### config.mk
export PLATFORM = sky130hd
export DESIGN_NAME = cbd_diag_ctrl
export DESIGN_NICKNAME = d
export VERILOG_FILES = /design/src/cbd_pkg.sv /design/src/cbd_event_flags.sv /design/src/cbd_diag_ctrl.sv
export SDC_FILE = /design/constraint.sdc
export NUM_CORES = 1
export LEC_CHECK = 0
export ABC_AREA = 1
export BUFFER_PORTS_ARGS = -buffer_cell sky130_fd_sc_hd__clkbuf_2
export CAP_MARGIN = 20
export CORE_AREA = 3 3 84 86
export CTS_BUF_LIST = sky130_fd_sc_hd__clkbuf_4 sky130_fd_sc_hd__clkbuf_8
export DETAILED_ROUTE_END_ITERATION = 16
export DIE_AREA = 0 0 87 89
export HOLD_SLACK_MARGIN = 0.06
export PLACE_DENSITY_LB_ADDON = 0.2
export SETUP_SLACK_MARGIN = 0.3
export SLEW_MARGIN = 40
export SYNTH_ARGS = -nofsm -noshare
export SYNTH_HDL_FRONTEND = slang
export SYNTH_HIERARCHICAL = 1
export SYNTH_SLANG_ARGS = --single-unit
### constraint.sdc
create_clock -name clk_in -period 2.73 [get_ports clk_in]
set_input_delay 0.1365 -clock clk_in [delete_from_list [all_inputs] [get_ports clk_in]]
set_output_delay 0.1365 -clock clk_in [all_outputs]
set_load 0.01 [all_outputs]
### src/cbd_pkg.sv
`default_nettype none

package cbd_pkg;

    // ------------------------------------------------------------------
    // Register offsets
    // ------------------------------------------------------------------
    localparam logic [15:0] CBD_OFS_GEN_CFG   = 16'h0180;
    localparam logic [15:0] CBD_OFS_LINK_CTRL = 16'h01a7;
    localparam logic [15:0] CBD_OFS_IRQ_STAT  = 16'h01a8;
    localparam logic [15:0] CBD_OFS_IRQ_MASK  = 16'h01a9;

    // ------------------------------------------------------------------
    // Field positions
    // ------------------------------------------------------------------
    localparam int CBD_POS_CD_SKIP    = 12;
    localparam int CBD_POS_CROSS_OFF  = 11;
    localparam int CBD_POS_IDLE_CHK   = 10;
    localparam int CBD_POS_AVG_LO     = 7;
    localparam int CBD_POS_SEG_LO     = 4;
    localparam int CBD_POS_CYC_LO     = 0;
    localparam int CBD_POS_RESULT_LO  = 8;
    localparam int CBD_POS_DONE       = 5;
    localparam int CBD_POS_CLEAR      = 4;

    // ------------------------------------------------------------------
    // Reset values and reserved codes
    // ------------------------------------------------------------------
    localparam logic       CBD_RST_CD_SKIP   = 1'b0;
    localparam logic       CBD_RST_CROSS_OFF = 1'b0;
    localparam logic       CBD_RST_IDLE_CHK  = 1'b1;
    localparam logic [2:0] CBD_RST_AVG       = 3'h6;
    localparam logic [2:0] CBD_RST_SEG       = 3'h5;
    localparam logic [3:0] CBD_RST_CYC       = 4'h2;
    localparam logic [7:0] CBD_RST_RESULT    = 8'h00;
    localparam logic [2:0] CBD_AVG_RESERVED  = 3'h7;

    // ------------------------------------------------------------------
    // Timing: one microsecond of cycle duration in clock cycles
    // ------------------------------------------------------------------
    localparam int          CBD_US_NS         = 1000;
    localparam int          CBD_CLK_PERIOD_NS = 5;
    localparam logic [11:0] CBD_CLKS_PER_US   = 12'(CBD_US_NS / CBD_CLK_PERIOD_NS);

    // ------------------------------------------------------------------
    // Interrupt events
    // ------------------------------------------------------------------
    localparam int CBD_IRQ_W       = 2;
    localparam int CBD_IRQ_DONE    = 0;
    localparam int CBD_IRQ_CLEARED = 1;

    // ------------------------------------------------------------------
    // Types
    // ------------------------------------------------------------------
    typedef enum logic [1:0] {
        CBD_ST_IDLE = 2'b01,
        CBD_ST_RUN  = 2'b10
    } cbd_state_t;

    // Settings handed to the reflectometry engine for one measurement.
    typedef struct packed {
        logic        pairs_cd_skip;
        logic        cross_pair_listen_off;
        logic        idle_pulse_check;
        logic [6:0]  avg_cycles;
        logic [2:0]  segment_count;
        logic [11:0] cycle_clocks;
    } cbd_meas_cfg_t;

    // Whole state of the control block.
    typedef struct packed {
        cbd_state_t    st;
        logic          cd_skip;
        logic          cross_off;
        logic          idle_chk;
        logic [2:0]    avg;
        logic [2:0]    seg;
        logic [3:0]    cyc;
        logic          clr_pend;
        logic [7:0]    result;
        logic          done;
        cbd_meas_cfg_t act;
        logic [15:0]   rdata;
    } cbd_ctrl_state_t;

    // Whole state of the event flag unit.
    typedef struct packed {
        logic [CBD_IRQ_W-1:0] status;
        logic [CBD_IRQ_W-1:0] mask;
    } cbd_flag_state_t;

    // Turns an averaging code into a number of cycles; the reserved code gives zero.
    function automatic logic [6:0] cbd_avg_cycles_f(input logic [2:0] code);
        logic [6:0] n;
        n = 7'h00;
        if (code != CBD_AVG_RESERVED) begin
            n = 7'h01 << code;
        end
        return n;
    endfunction : cbd_avg_cycles_f

endpackage : cbd_pkg

`default_nettype wire

### src/cbd_event_flags.sv
`timescale 1ns/1ps
`default_nettype none

module cbd_event_flags (
    // Clock and reset
    input  wire logic                         clk_in,
    input  wire logic                         resetn_in,
    // Events and register access
    input  wire logic [cbd_pkg::CBD_IRQ_W-1:0] event_in,
    input  wire logic                         stat_rd_in,
    input  wire logic                         mask_wr_in,
    input  wire logic [cbd_pkg::CBD_IRQ_W-1:0] mask_data_in,
    // Results
    output logic      [cbd_pkg::CBD_IRQ_W-1:0] status_out,
    output logic      [cbd_pkg::CBD_IRQ_W-1:0] mask_out,
    output logic                              irq_out
);

    cbd_pkg::cbd_flag_state_t        q;
    cbd_pkg::cbd_flag_state_t        d;
    logic [cbd_pkg::CBD_IRQ_W-1:0]   stat_next;

    // Each flag is sticky; a read clears it, but a new event in the same cycle wins.
    for (genvar i = 0; i < cbd_pkg::CBD_IRQ_W; i++) begin : g_flag
        assign stat_next[i] = event_in[i] | (q.status[i] & ~stat_rd_in);
    end

    // Next state.
    always_comb begin
        d        = q;
        d.status = stat_next;
        if (mask_wr_in) begin
            d.mask = mask_data_in;
        end
    end

    // State register.
    always_ff @(posedge clk_in) begin
        if (!resetn_in) begin
            q <= '0;
        end else begin
            q <= d;
        end
    end

    // The interrupt stays high while any unmasked flag is set.
    assign status_out = q.status;
    assign mask_out   = q.mask;
    assign irq_out    = |(q.status & q.mask);
endmodule : cbd_event_flags

`default_nettype wire

### src/cbd_diag_ctrl.sv
`timescale 1ns/1ps
`default_nettype none

module cbd_diag_ctrl (
    // Clock and reset
    input  wire logic                  clk_in,
    input  wire logic                  resetn_in,
    // Register port
    input  wire logic [15:0]           reg_addr_in,
    input  wire logic [15:0]           reg_wdata_in,
    input  wire logic                  reg_wr_in,
    input  wire logic                  reg_rd_in,
    output logic      [15:0]           reg_rdata_out,
    // Reflectometry engine
    input  wire logic                  meas_start_in,
    input  wire logic                  diag_done_in,
    input  wire logic [7:0]            diag_result_in,
    output var cbd_pkg::cbd_meas_cfg_t meas_cfg_out,
    output logic                       meas_busy_out,
    output logic                       result_clear_out,
    // Interrupt
    output logic                       irq_out
);

    // ------------------------------------------------------------------
    // State and decode
    // ------------------------------------------------------------------
    cbd_pkg::cbd_ctrl_state_t          q;
    cbd_pkg::cbd_ctrl_state_t          d;
    logic                              wr_gen;
    logic                              wr_link;
    logic                              wr_mask;
    logic                              rd_stat;
    logic [2:0]                        wr_avg;
    logic [cbd_pkg::CBD_IRQ_W-1:0]     irq_events;
    logic [cbd_pkg::CBD_IRQ_W-1:0]     irq_status;
    logic [cbd_pkg::CBD_IRQ_W-1:0]     irq_mask;
    logic                              start_take;

    // Matches one register offset against the access address.
    function automatic logic hit_f(input logic [15:0] addr, input logic [15:0] ofs);
        return addr == ofs;
    endfunction : hit_f

    // Strobe decode for each register.
    assign wr_gen  = reg_wr_in && hit_f(reg_addr_in, cbd_pkg::CBD_OFS_GEN_CFG);
    assign wr_link = reg_wr_in && hit_f(reg_addr_in, cbd_pkg::CBD_OFS_LINK_CTRL);
    assign wr_mask = reg_wr_in && hit_f(reg_addr_in, cbd_pkg::CBD_OFS_IRQ_MASK);
    assign rd_stat = reg_rd_in && hit_f(reg_addr_in, cbd_pkg::CBD_OFS_IRQ_STAT);
    assign wr_avg  = reg_wdata_in[cbd_pkg::CBD_POS_AVG_LO +: 3];

    // A start is only taken while no measurement runs.
    assign start_take = meas_start_in && (q.st == cbd_pkg::CBD_ST_IDLE);

    // Events: a result arrives, or a clear request has been carried out.
    assign irq_events[cbd_pkg::CBD_IRQ_DONE]    = diag_done_in;
    assign irq_events[cbd_pkg::CBD_IRQ_CLEARED] = q.clr_pend;

    // ------------------------------------------------------------------
    // Next state
    // ------------------------------------------------------------------
    always_comb begin
        d = q;

        // Configuration writes; reserved bits are simply not stored.
        if (wr_gen) begin
            d.cd_skip   = reg_wdata_in[cbd_pkg::CBD_POS_CD_SKIP];
            d.cross_off = reg_wdata_in[cbd_pkg::CBD_POS_CROSS_OFF];
            d.idle_chk  = reg_wdata_in[cbd_pkg::CBD_POS_IDLE_CHK];
            d.seg       = reg_wdata_in[cbd_pkg::CBD_POS_SEG_LO +: 3];
            d.cyc       = reg_wdata_in[cbd_pkg::CBD_POS_CYC_LO +: 4];
            if (wr_avg != cbd_pkg::CBD_AVG_RESERVED) begin
                d.avg = wr_avg;
            end
        end

        // The clear bit lives for one cycle and then drops by itself.
        d.clr_pend = wr_link && reg_wdata_in[cbd_pkg::CBD_POS_CLEAR];
        if (q.clr_pend) begin
            d.result = cbd_pkg::CBD_RST_RESULT;
            d.done   = 1'b0;
        end

        // A finished measurement wins over a clear in the same cycle.
        if (diag_done_in) begin
            d.result = diag_result_in;
            d.done   = 1'b1;
        end

        // Measurement sequencing; settings are frozen for the whole run.
        unique case (q.st)
            cbd_pkg::CBD_ST_IDLE: begin
                if (start_take) begin
                    d.st                          = cbd_pkg::CBD_ST_RUN;
                    d.act.pairs_cd_skip           = q.cd_skip;
                    d.act.cross_pair_listen_off   = q.cross_off;
                    d.act.idle_pulse_check        = q.idle_chk;
                    d.act.avg_cycles              = cbd_pkg::cbd_avg_cycles_f(q.avg);
                    d.act.segment_count           = q.seg;
                    d.act.cycle_clocks            = 12'(q.cyc) * cbd_pkg::CBD_CLKS_PER_US;
                end
            end
            cbd_pkg::CBD_ST_RUN: begin
                if (diag_done_in) begin
                    d.st = cbd_pkg::CBD_ST_IDLE;
                end
            end
            default: begin
                d.st = cbd_pkg::CBD_ST_IDLE;
            end
        endcase

        // Read data stand in the cycle after the read strobe only.
        d.rdata = 16'h0000;
        if (reg_rd_in) begin
            unique case (reg_addr_in)
                cbd_pkg::CBD_OFS_GEN_CFG: begin
                    d.rdata[cbd_pkg::CBD_POS_CD_SKIP]     = q.cd_skip;
                    d.rdata[cbd_pkg::CBD_POS_CROSS_OFF]   = q.cross_off;
                    d.rdata[cbd_pkg::CBD_POS_IDLE_CHK]    = q.idle_chk;
                    if (q.avg != cbd_pkg::CBD_AVG_RESERVED) begin
                        d.rdata[cbd_pkg::CBD_POS_AVG_LO +: 3] = q.avg;
                    end
                    d.rdata[cbd_pkg::CBD_POS_SEG_LO +: 3] = q.seg;
                    d.rdata[cbd_pkg::CBD_POS_CYC_LO +: 4] = q.cyc;
                end
                cbd_pkg::CBD_OFS_LINK_CTRL: begin
                    d.rdata[cbd_pkg::CBD_POS_RESULT_LO +: 8] = q.result;
                    d.rdata[cbd_pkg::CBD_POS_DONE]           = q.done;
                    d.rdata[cbd_pkg::CBD_POS_CLEAR]          = q.clr_pend;
                end
                cbd_pkg::CBD_OFS_IRQ_STAT: begin
                    d.rdata[cbd_pkg::CBD_IRQ_W-1:0] = irq_status;
                end
                cbd_pkg::CBD_OFS_IRQ_MASK: begin
                    d.rdata[cbd_pkg::CBD_IRQ_W-1:0] = irq_mask;
                end
                default: begin
                    d.rdata = 16'h0000;
                end
            endcase
        end
    end

    // ------------------------------------------------------------------
    // State register
    // ------------------------------------------------------------------
    always_ff @(posedge clk_in) begin
        if (!resetn_in) begin
            q.st        <= cbd_pkg::CBD_ST_IDLE;
            q.cd_skip   <= cbd_pkg::CBD_RST_CD_SKIP;
            q.cross_off <= cbd_pkg::CBD_RST_CROSS_OFF;
            q.idle_chk  <= cbd_pkg::CBD_RST_IDLE_CHK;
            q.avg       <= cbd_pkg::CBD_RST_AVG;
            q.seg       <= cbd_pkg::CBD_RST_SEG;
            q.cyc       <= cbd_pkg::CBD_RST_CYC;
            q.clr_pend  <= 1'b0;
            q.result    <= cbd_pkg::CBD_RST_RESULT;
            q.done      <= 1'b0;
            q.act       <= '0;
            q.rdata     <= 16'h0000;
        end else begin
            q <= d;
        end
    end

    // ------------------------------------------------------------------
    // Event flags and interrupt
    // ------------------------------------------------------------------
    cbd_event_flags u_flags (
        .clk_in       (clk_in),
        .resetn_in    (resetn_in),
        .event_in     (irq_events),
        .stat_rd_in   (rd_stat),
        .mask_wr_in   (wr_mask),
        .mask_data_in (reg_wdata_in[cbd_pkg::CBD_IRQ_W-1:0]),
        .status_out   (irq_status),
        .mask_out     (irq_mask),
        .irq_out      (irq_out)
    );

    // Outputs come straight from the state register.
    assign reg_rdata_out    = q.rdata;
    assign meas_cfg_out     = q.act;
    assign meas_busy_out    = (q.st == cbd_pkg::CBD_ST_RUN);
    assign result_clear_out = q.clr_pend;
endmodule : cbd_diag_ctrl

`default_nettype wire

==> results.md, run 1 <==
* Setup Skew at 0.00765 ns
* Routed metal-1 wirelength at between 3000 and 4000 µm
* Worst path cell trace: ha_1, ha_1, fa_1, nand3_1, nand2_1, xor2_1, o21ai_0, inv_1
* Post-synth EDFFs at 0
* Ys flop type: dfxtp_1
* Initial antenna violation count at 0
* Transition time of the tightest slew-check pin at about 0.7 ns
* Antenna Nets Post-Route at 0
* Core ar. at between 6000 and 7000 µm²
* CTS tree: done
* Seq/Total Area, Yosys at 42.2%
* DRC Markers at 0
* Yosys warns at 6
* Total routed wirelength at between 6000 and 7000 µm
* Cts repair resizes at 0
* FMAX at roughly 0.52 GHz
* GP Congestion at 0.855
* Post-DP HPWL at between 4000 and 5000 µm
* Commonest non-fill, non-tap cell in the layout: clkbuf_2
* Final setup fails at 0
* Count of input and output buffers at between 80 and 90
* Post-CTS setup buffer count at 0
* Critical Setup Path Class: reg2reg
* Starting Density at 50.1%
* TNS Setup at 0 ns
* Synth unique cells at 29
* Area of the mapped netlist at around 3200 µm²
* Most Frequent Cell on Critical Path: ha_1
* Leak Pwr at approximately 1.9 nW
* Clk buf depth at 2
* Total die area at 7740 µm²
* Fin util at between 50% and 60%
* Max-Cap Viols at 0
* Worst ir drop on vdd at between 300 and 400 µV
* Die span in x at about 87 µm
* Post-route cell area at between 3000 and 4000 µm²
* Most frequent cells in the layout: clkbuf_2 (83), nand2_1 (67), dfxtp_1 (67)
* Clk root buf: clkbuf_8
* Mean post-synth cell area at approximately 7.7 µm²
* Hold buffers post-CTS at 18
* Ys async rst share at 0%
* Row Count at 29
* Chip Height at approximately 89 µm
* H-tree Lvls at 3
* Fin crit period at 1.94 ns
* First-pass detailed-route iteration total at 4
* Worst skew pair latency at approximately 0.34 ns
* Place WS at between 0.8 and 0.9 ns
* Io pins at 90
* Clock transition at the registers of the reported paths at approximately 0.07 ns
* Met2 wire length at ~3300 µm
* Reg2reg path depth at 8
* Wirelength per Cell at between 10 and 15 µm
* Kind of end point of the critical path: flop
* Crit-path max FO at 5
* Critical Path RT at 2.97 ns
* Worst setup SP type: flop
* Rel. slew slack at 54.3%
* Crit path max-delay cell type: dfxtp_1
* Cts bufs inserted at 9
* Syn-to-layout area delta at 18.0%
* First-pass GRT wire length at between 10000 and 15000 µm
* Period utilization at slightly above 70%
* Seq cells post-synth at between 60 and 70
* Largest net degree at the start of global routing at 27
* Share of layout cells above drive strength 1 at 26.7%
* Number of nets in the layout at about 530
* Final worst slack at between 0.7 and 0.8 ns
* Status: completed
* Clk sinks at 67
* Top Layer Used: met4
* Placement Cell Area at about 3300 µm²
* Drt initial violations at 100
* Worst EP arrival at ~2.2 ns
* N_diodes at 0
* Max Slew Vio Count at 0
* WL met3 at around 390 µm
* Gr usage total at 18.8%
* Power Dens Cells at ~570 nW/µm²
* Via count at between 2000 and 3000
* Hold slack at approximately 0.070 ns
* WHS Path Cells at 3
* Hold Fails Final Rpt at 0
* Remaining Overflow, GRT at 0
* RSZ-0062 raised after global routing: false
* Via density per instance at around 4.7
* Largest stage delay on the critical path at around 0.45 ns
* Hold Path Class: in2reg
* Vias in the first global route at between 2000 and 3000
* Post-Synthesis Cells at just over 400
## critical path, delay by kind of cell, from the launching register on
family	cells	cell delay, ns
xor gates and xnor gates	1	0.13
buffers and inverters	1	0.05
adders and majority gates	3	0.92
and+or+nand+nor	2	0.16
AOI/OAI and AO/OA	1	0.13
DFF	1	0.45
## synth_stat cells, drive strengths merged (2+ instances only)
library cell  instances  area share, %
buf                  49             12
nand4                20            3.9
xor2                  2           0.55
nor2                 62            8.8
inv                  45            5.3
clkbuf                4           0.47
o21ai                25            3.9
ha                    9            3.5
nand3                23            4.6
and3                  2           0.39
nand2                73            9.1
a21oi                25            3.9
dfxtp                67             42
## path summary, 6_finish.rpt
check | startpoint | endpoint | slack, ns
worst max-delay path | q[52]$_SDFFE_PN1P_ | meas_cfg_out[11]$_SDFFE_PN0P_ | 0.79
worst min-delay path | reg_wdata_in[4] | result_clear_out$_SDFF_PN0_ | 0.07
worst max register to register | q[52]$_SDFFE_PN1P_ | meas_cfg_out[11]$_SDFFE_PN0P_ | 0.79
worst min register to register | q[49]$_SDFFE_PN0P_ | reg_rdata_out[15]$_SDFF_PN0_ | 0.43
## metal layers
layer | GRT usage, % | up-vias
li1 | - | 1404
met1 | 22.7 | 1144
met2 | 31.4 | 76
met3 | 5.07 | 10
met4 | 8.50 | 0
met5 | 0 | -
## layout make-up
class	instances	area, µm²
Fill cell	602	2590
Multi-Input combinational cell	250	1300
Clock inverter	6	88.8
Clock buffer	10	138
Sequential cell	67	1340
Timing Repair Buffer	105	626
Tap cell	77	96.3
Inverter	45	169
## through the flow
stage,power (mW),cells
after global routing,2.22,560
after floorplan,1.17,415
after detailed placement,1.22,526
after global placement,1.21,526
after CTS,2.16,560
final,2.14,560
## cells by family (layout without fill, tap and decap cells)
group | count (synthesis) | in the layout | share of synthesized area, %
other cells | 1 | 3 | 0.118
flops | 67 | 67 | 42.2
fa+ha+maj | 10 | 10 | 4.17
buf+inv | 98 | 166 | 17.3
compound gates | 50 | 50 | 7.86
simple gates | 184 | 184 | 27.5
xor+xnor | 3 | 3 | 0.826
## sequential cells by signal, summed over array words and instances, names as in the netlist
name,cells
meas_cfg_out,22
reg_rdata_out,16
u_flags/status_out,2
u_flags/mask_out,2
q,24
result_clear_out,1
## power by group
part	internal, mW	switching (mW)
logic	0.0831	0.107
clock network	0.539	0.386
registers	1.01	0.0151
total	1.63	0.508
Note: power is estimated with default switching activity, not from simulation.
==> run 2, diff against run 1 <==
Settings changed: ABC_AREA 1 to 0, CORE_AREA 3 3 84 86 to 3 3 82 84, DIE_AREA 0 0 87 89 to 0 0 85 87.
Clock period 2.73 ns to 1.9 ns, I/O delays scaled along.
==> results.md, run 2 <==
* Initial antenna violation count at 0
* Power Dens Cells at approximately 760 nW/µm²
* Post-synth top cells: dfxtp_1 (67), nand2_1 (44), buf_4 (41), a21oi_1 (32), nor2_1 (21)
* Via count at approximately 2500
* Io pins at 90
* Gr usage total at between 10% and 20%
* Setup Skew at 0.00768 ns
* Most numerous cell in the Yosys netlist: dfxtp_1
* Count of input and output buffers at 83
* Hold Fails Final Rpt at 0
* Via density per instance at a little over 5
* Status: completed
* DRC Markers at 0
* Worst hold start: reg_wdata_in[9]
* N_diodes at 0
* Post-synth EDFFs at 0
* Mean post-synth cell area at approximately 9 µm²
* Leading area contributor after synthesis: dfxtp_1
* Cts bufs inserted at 9
* Number of nets in the layout at 458
* R2r startpoint: q[52]$_SDFFE_PN1P_
* Synth unique cells at between 40 and 50
* Yosys warns at 6
* Worst path cell trace: ha_4, ha_4, fa_2, a31oi_4, xnor2_2, nand2_1, a21oi_2
* Post-synth top area share at 44.5%
* Seq cells post-synth at 67
* Leak Pwr at about 1.6 nW
* Worst EP arrival at 1.99 ns
* Worst setup SP type: flop
* Core ar. at ~6000 µm²
* Critical Path RT at 2.18 ns
* Crit-path max FO at 4
* TNS Setup at 0 ns
* Area of the mapped netlist at around 3000 µm²
* CP startpoint: q[52]$_SDFFE_PN1P_
* Total routed wirelength at roughly 6800 µm
* H-tree Lvls at 3
* Final setup fails at 0
* Drt initial violations at between 60 and 70
* Syn-to-layout area delta at 24.3%
* Fin crit period at approximately 1.7 ns
* Max-Cap Viols at 0
* CTS tree: done
* Largest net degree at the start of global routing at 24
* Share of layout cells above drive strength 1 at approximately a third
* Clk root buf: clkbuf_8
* Kind of end point of the critical path: flop
* Vias in the first global route at roughly 2400
* Cell family with most CP delay: adder cells
* Starting Density at about half
* Biggest register: q
* RSZ-0062 raised after global routing: true
* Hold Path Class: in2reg
* Most frequent cells in the layout: clkbuf_2 (83), dfxtp_1 (63), nand2_1 (44)
* GP Congestion at 0.823
* FMAX at between 0.5 and 0.6 GHz
* Fillcell total at about 550
* Fin util at between 60 and 70%
* Worst path bufs/invs at 0
* Ys async rst share at 0%
* Clk buf depth at 2
* Die span in x at 85 µm
* First-pass detailed-route iteration total at 4
* Worst ir drop on vdd at around 400 µV
* Crit path max-delay cell type: fa_2
* Max reg flops at 24
* Chip Height at around 87 µm
* Remaining Overflow, GRT at 0
* First-pass GRT wire length at around 11000 µm
* Critical Setup Path Class: reg2reg
* Period utilization at between 90% and 100%
* Post-Synthesis Cells at about 340
* Worst skew pair latency at about 0.34 ns
* Wirelength per Cell at roughly 14 µm
* Total die area at between 7000 and 8000 µm²
* Clk sinks at 67
* Max Slew Vio Count at 0
* Seq/Total Area, Yosys at about 45%
* Row Count at 28
* Pwr Total at between 2 and 3 mW
* Ys flop type: dfxtp_1
* Antenna Nets Post-Route at 0
* Synth area leaders: dfxtp_1 (45%), buf_4 (10%), nand2_1 (5.5%), a21oi_1 (5.3%), ha_1 (3.7%)
* Post-DP HPWL at 4710 µm
* Clock transition at the registers of the reported paths at 0.07 ns
* Most Frequent Cell on Critical Path: ha_4
* Commonest non-fill, non-tap cell in the layout: clkbuf_2
* Largest stage delay on the critical path at between 0.3 and 0.4 ns
run 2: per-stage QoR:
| step | setup slack, ns | std cells | area, µm² | hold WS, ns |
|---|---|---|---|---|
| after floorplan | 0.279 | 338 | 3090 | 0.213 |
| after detailed placement | 0.160 | 444 | 3280 | 0.334 |
| after CTS | 0.163 | 481 | 3690 | 0.0612 |
| after global routing | 0.102 | 482 | 3740 | 0.0962 |
| final | 0.189 | 482 | 3740 | 0.0749 |
| after global placement | 0.227 | 444 | 3280 | 0.326 |
run 2: cell type report:
| type | count | area, µm² | area share (%) |
|---|---|---|---|
| Clock buffer | 9 | 124 | 3.31 |
| Clock inverter | 7 | 67.6 | 1.80 |
| Inverter | 10 | 37.5 | 1.00 |
| Multi-Input combinational cell | 201 | 1380 | 36.8 |
| Sequential cell | 67 | 1350 | 36.2 |
| Tap cell | 75 | 93.8 | 2.51 |
| Timing Repair Buffer | 113 | 691 | 18.4 |
run 2: where the power goes:
part	internal (mW)	switching (mW)	leakage, nW
logic	0.112	0.124	0.946
registers	1.43	0.0152	0.546
clock network	0.601	0.550	0.0993
run 2: path summary, 6_finish.rpt:
check                                  endpoint  slack, ns  cells past startpoint
hold / removal               q[60]$_SDFFE_PN1P_       0.07                      3
hold reg to reg    reg_rdata_out[13]$_SDFF_PN0_       0.45                      1
setup / recovery  meas_cfg_out[11]$_SDFFE_PN0P_       0.19                      7
setup reg to reg  meas_cfg_out[11]$_SDFFE_PN0P_       0.19                      7
run 2: timing repair:
| item | CTS | global route |
|---|---|---|
| setup endpoints to repair | 3 | 3 |
| buffers inserted | 1 | 1 |
| hold endpoints to repair | 22 | 0 |
| hold buffers | 20 | 0 |
| resized for setup | 4 | 8 |
| pin swaps | 3 | 3 |
run 2: cell families (layout without fill, tap and decap cells):
kind of cell | after synthesis | after routing | synth area share [%]
flip-flops | 67 | 67 | 44.5
AO/OA/AOI/OAI | 62 | 62 | 13.0
buffers and inverters | 70 | 139 | 14.0
AND/OR/NAND/NOR | 114 | 114 | 20.0
adder cells (fa/ha/maj) | 10 | 10 | 4.40
multiplexers | 9 | 9 | 3.07
XOR/XNOR | 3 | 3 | 0.873
other | 1 | 3 | 0.125
run 2: worst min-delay path, delay by kind of cell:
kind | cells | cell delay (ns)
AO/OA/AOI/OAI | 1 | 0.10
buffers and inverters | 1 | 0.12
AND/OR/NAND/NOR | 1 | 0.06
run 2: layer usage:
metal / vias to the layer above / GRT usage (%) / routed length, µm / part of all wire, %
li1: 1235 / - / - / -
met1: 1158 / 22.7 / 2970 / 44
met2: 68 / 32.5 / 3330 / 49
met3: 15 / 4.64 / 319 / 4.7
met4: 0 / 9.35 / 164 / 2.4
met5: - / 0 / 0 / 0
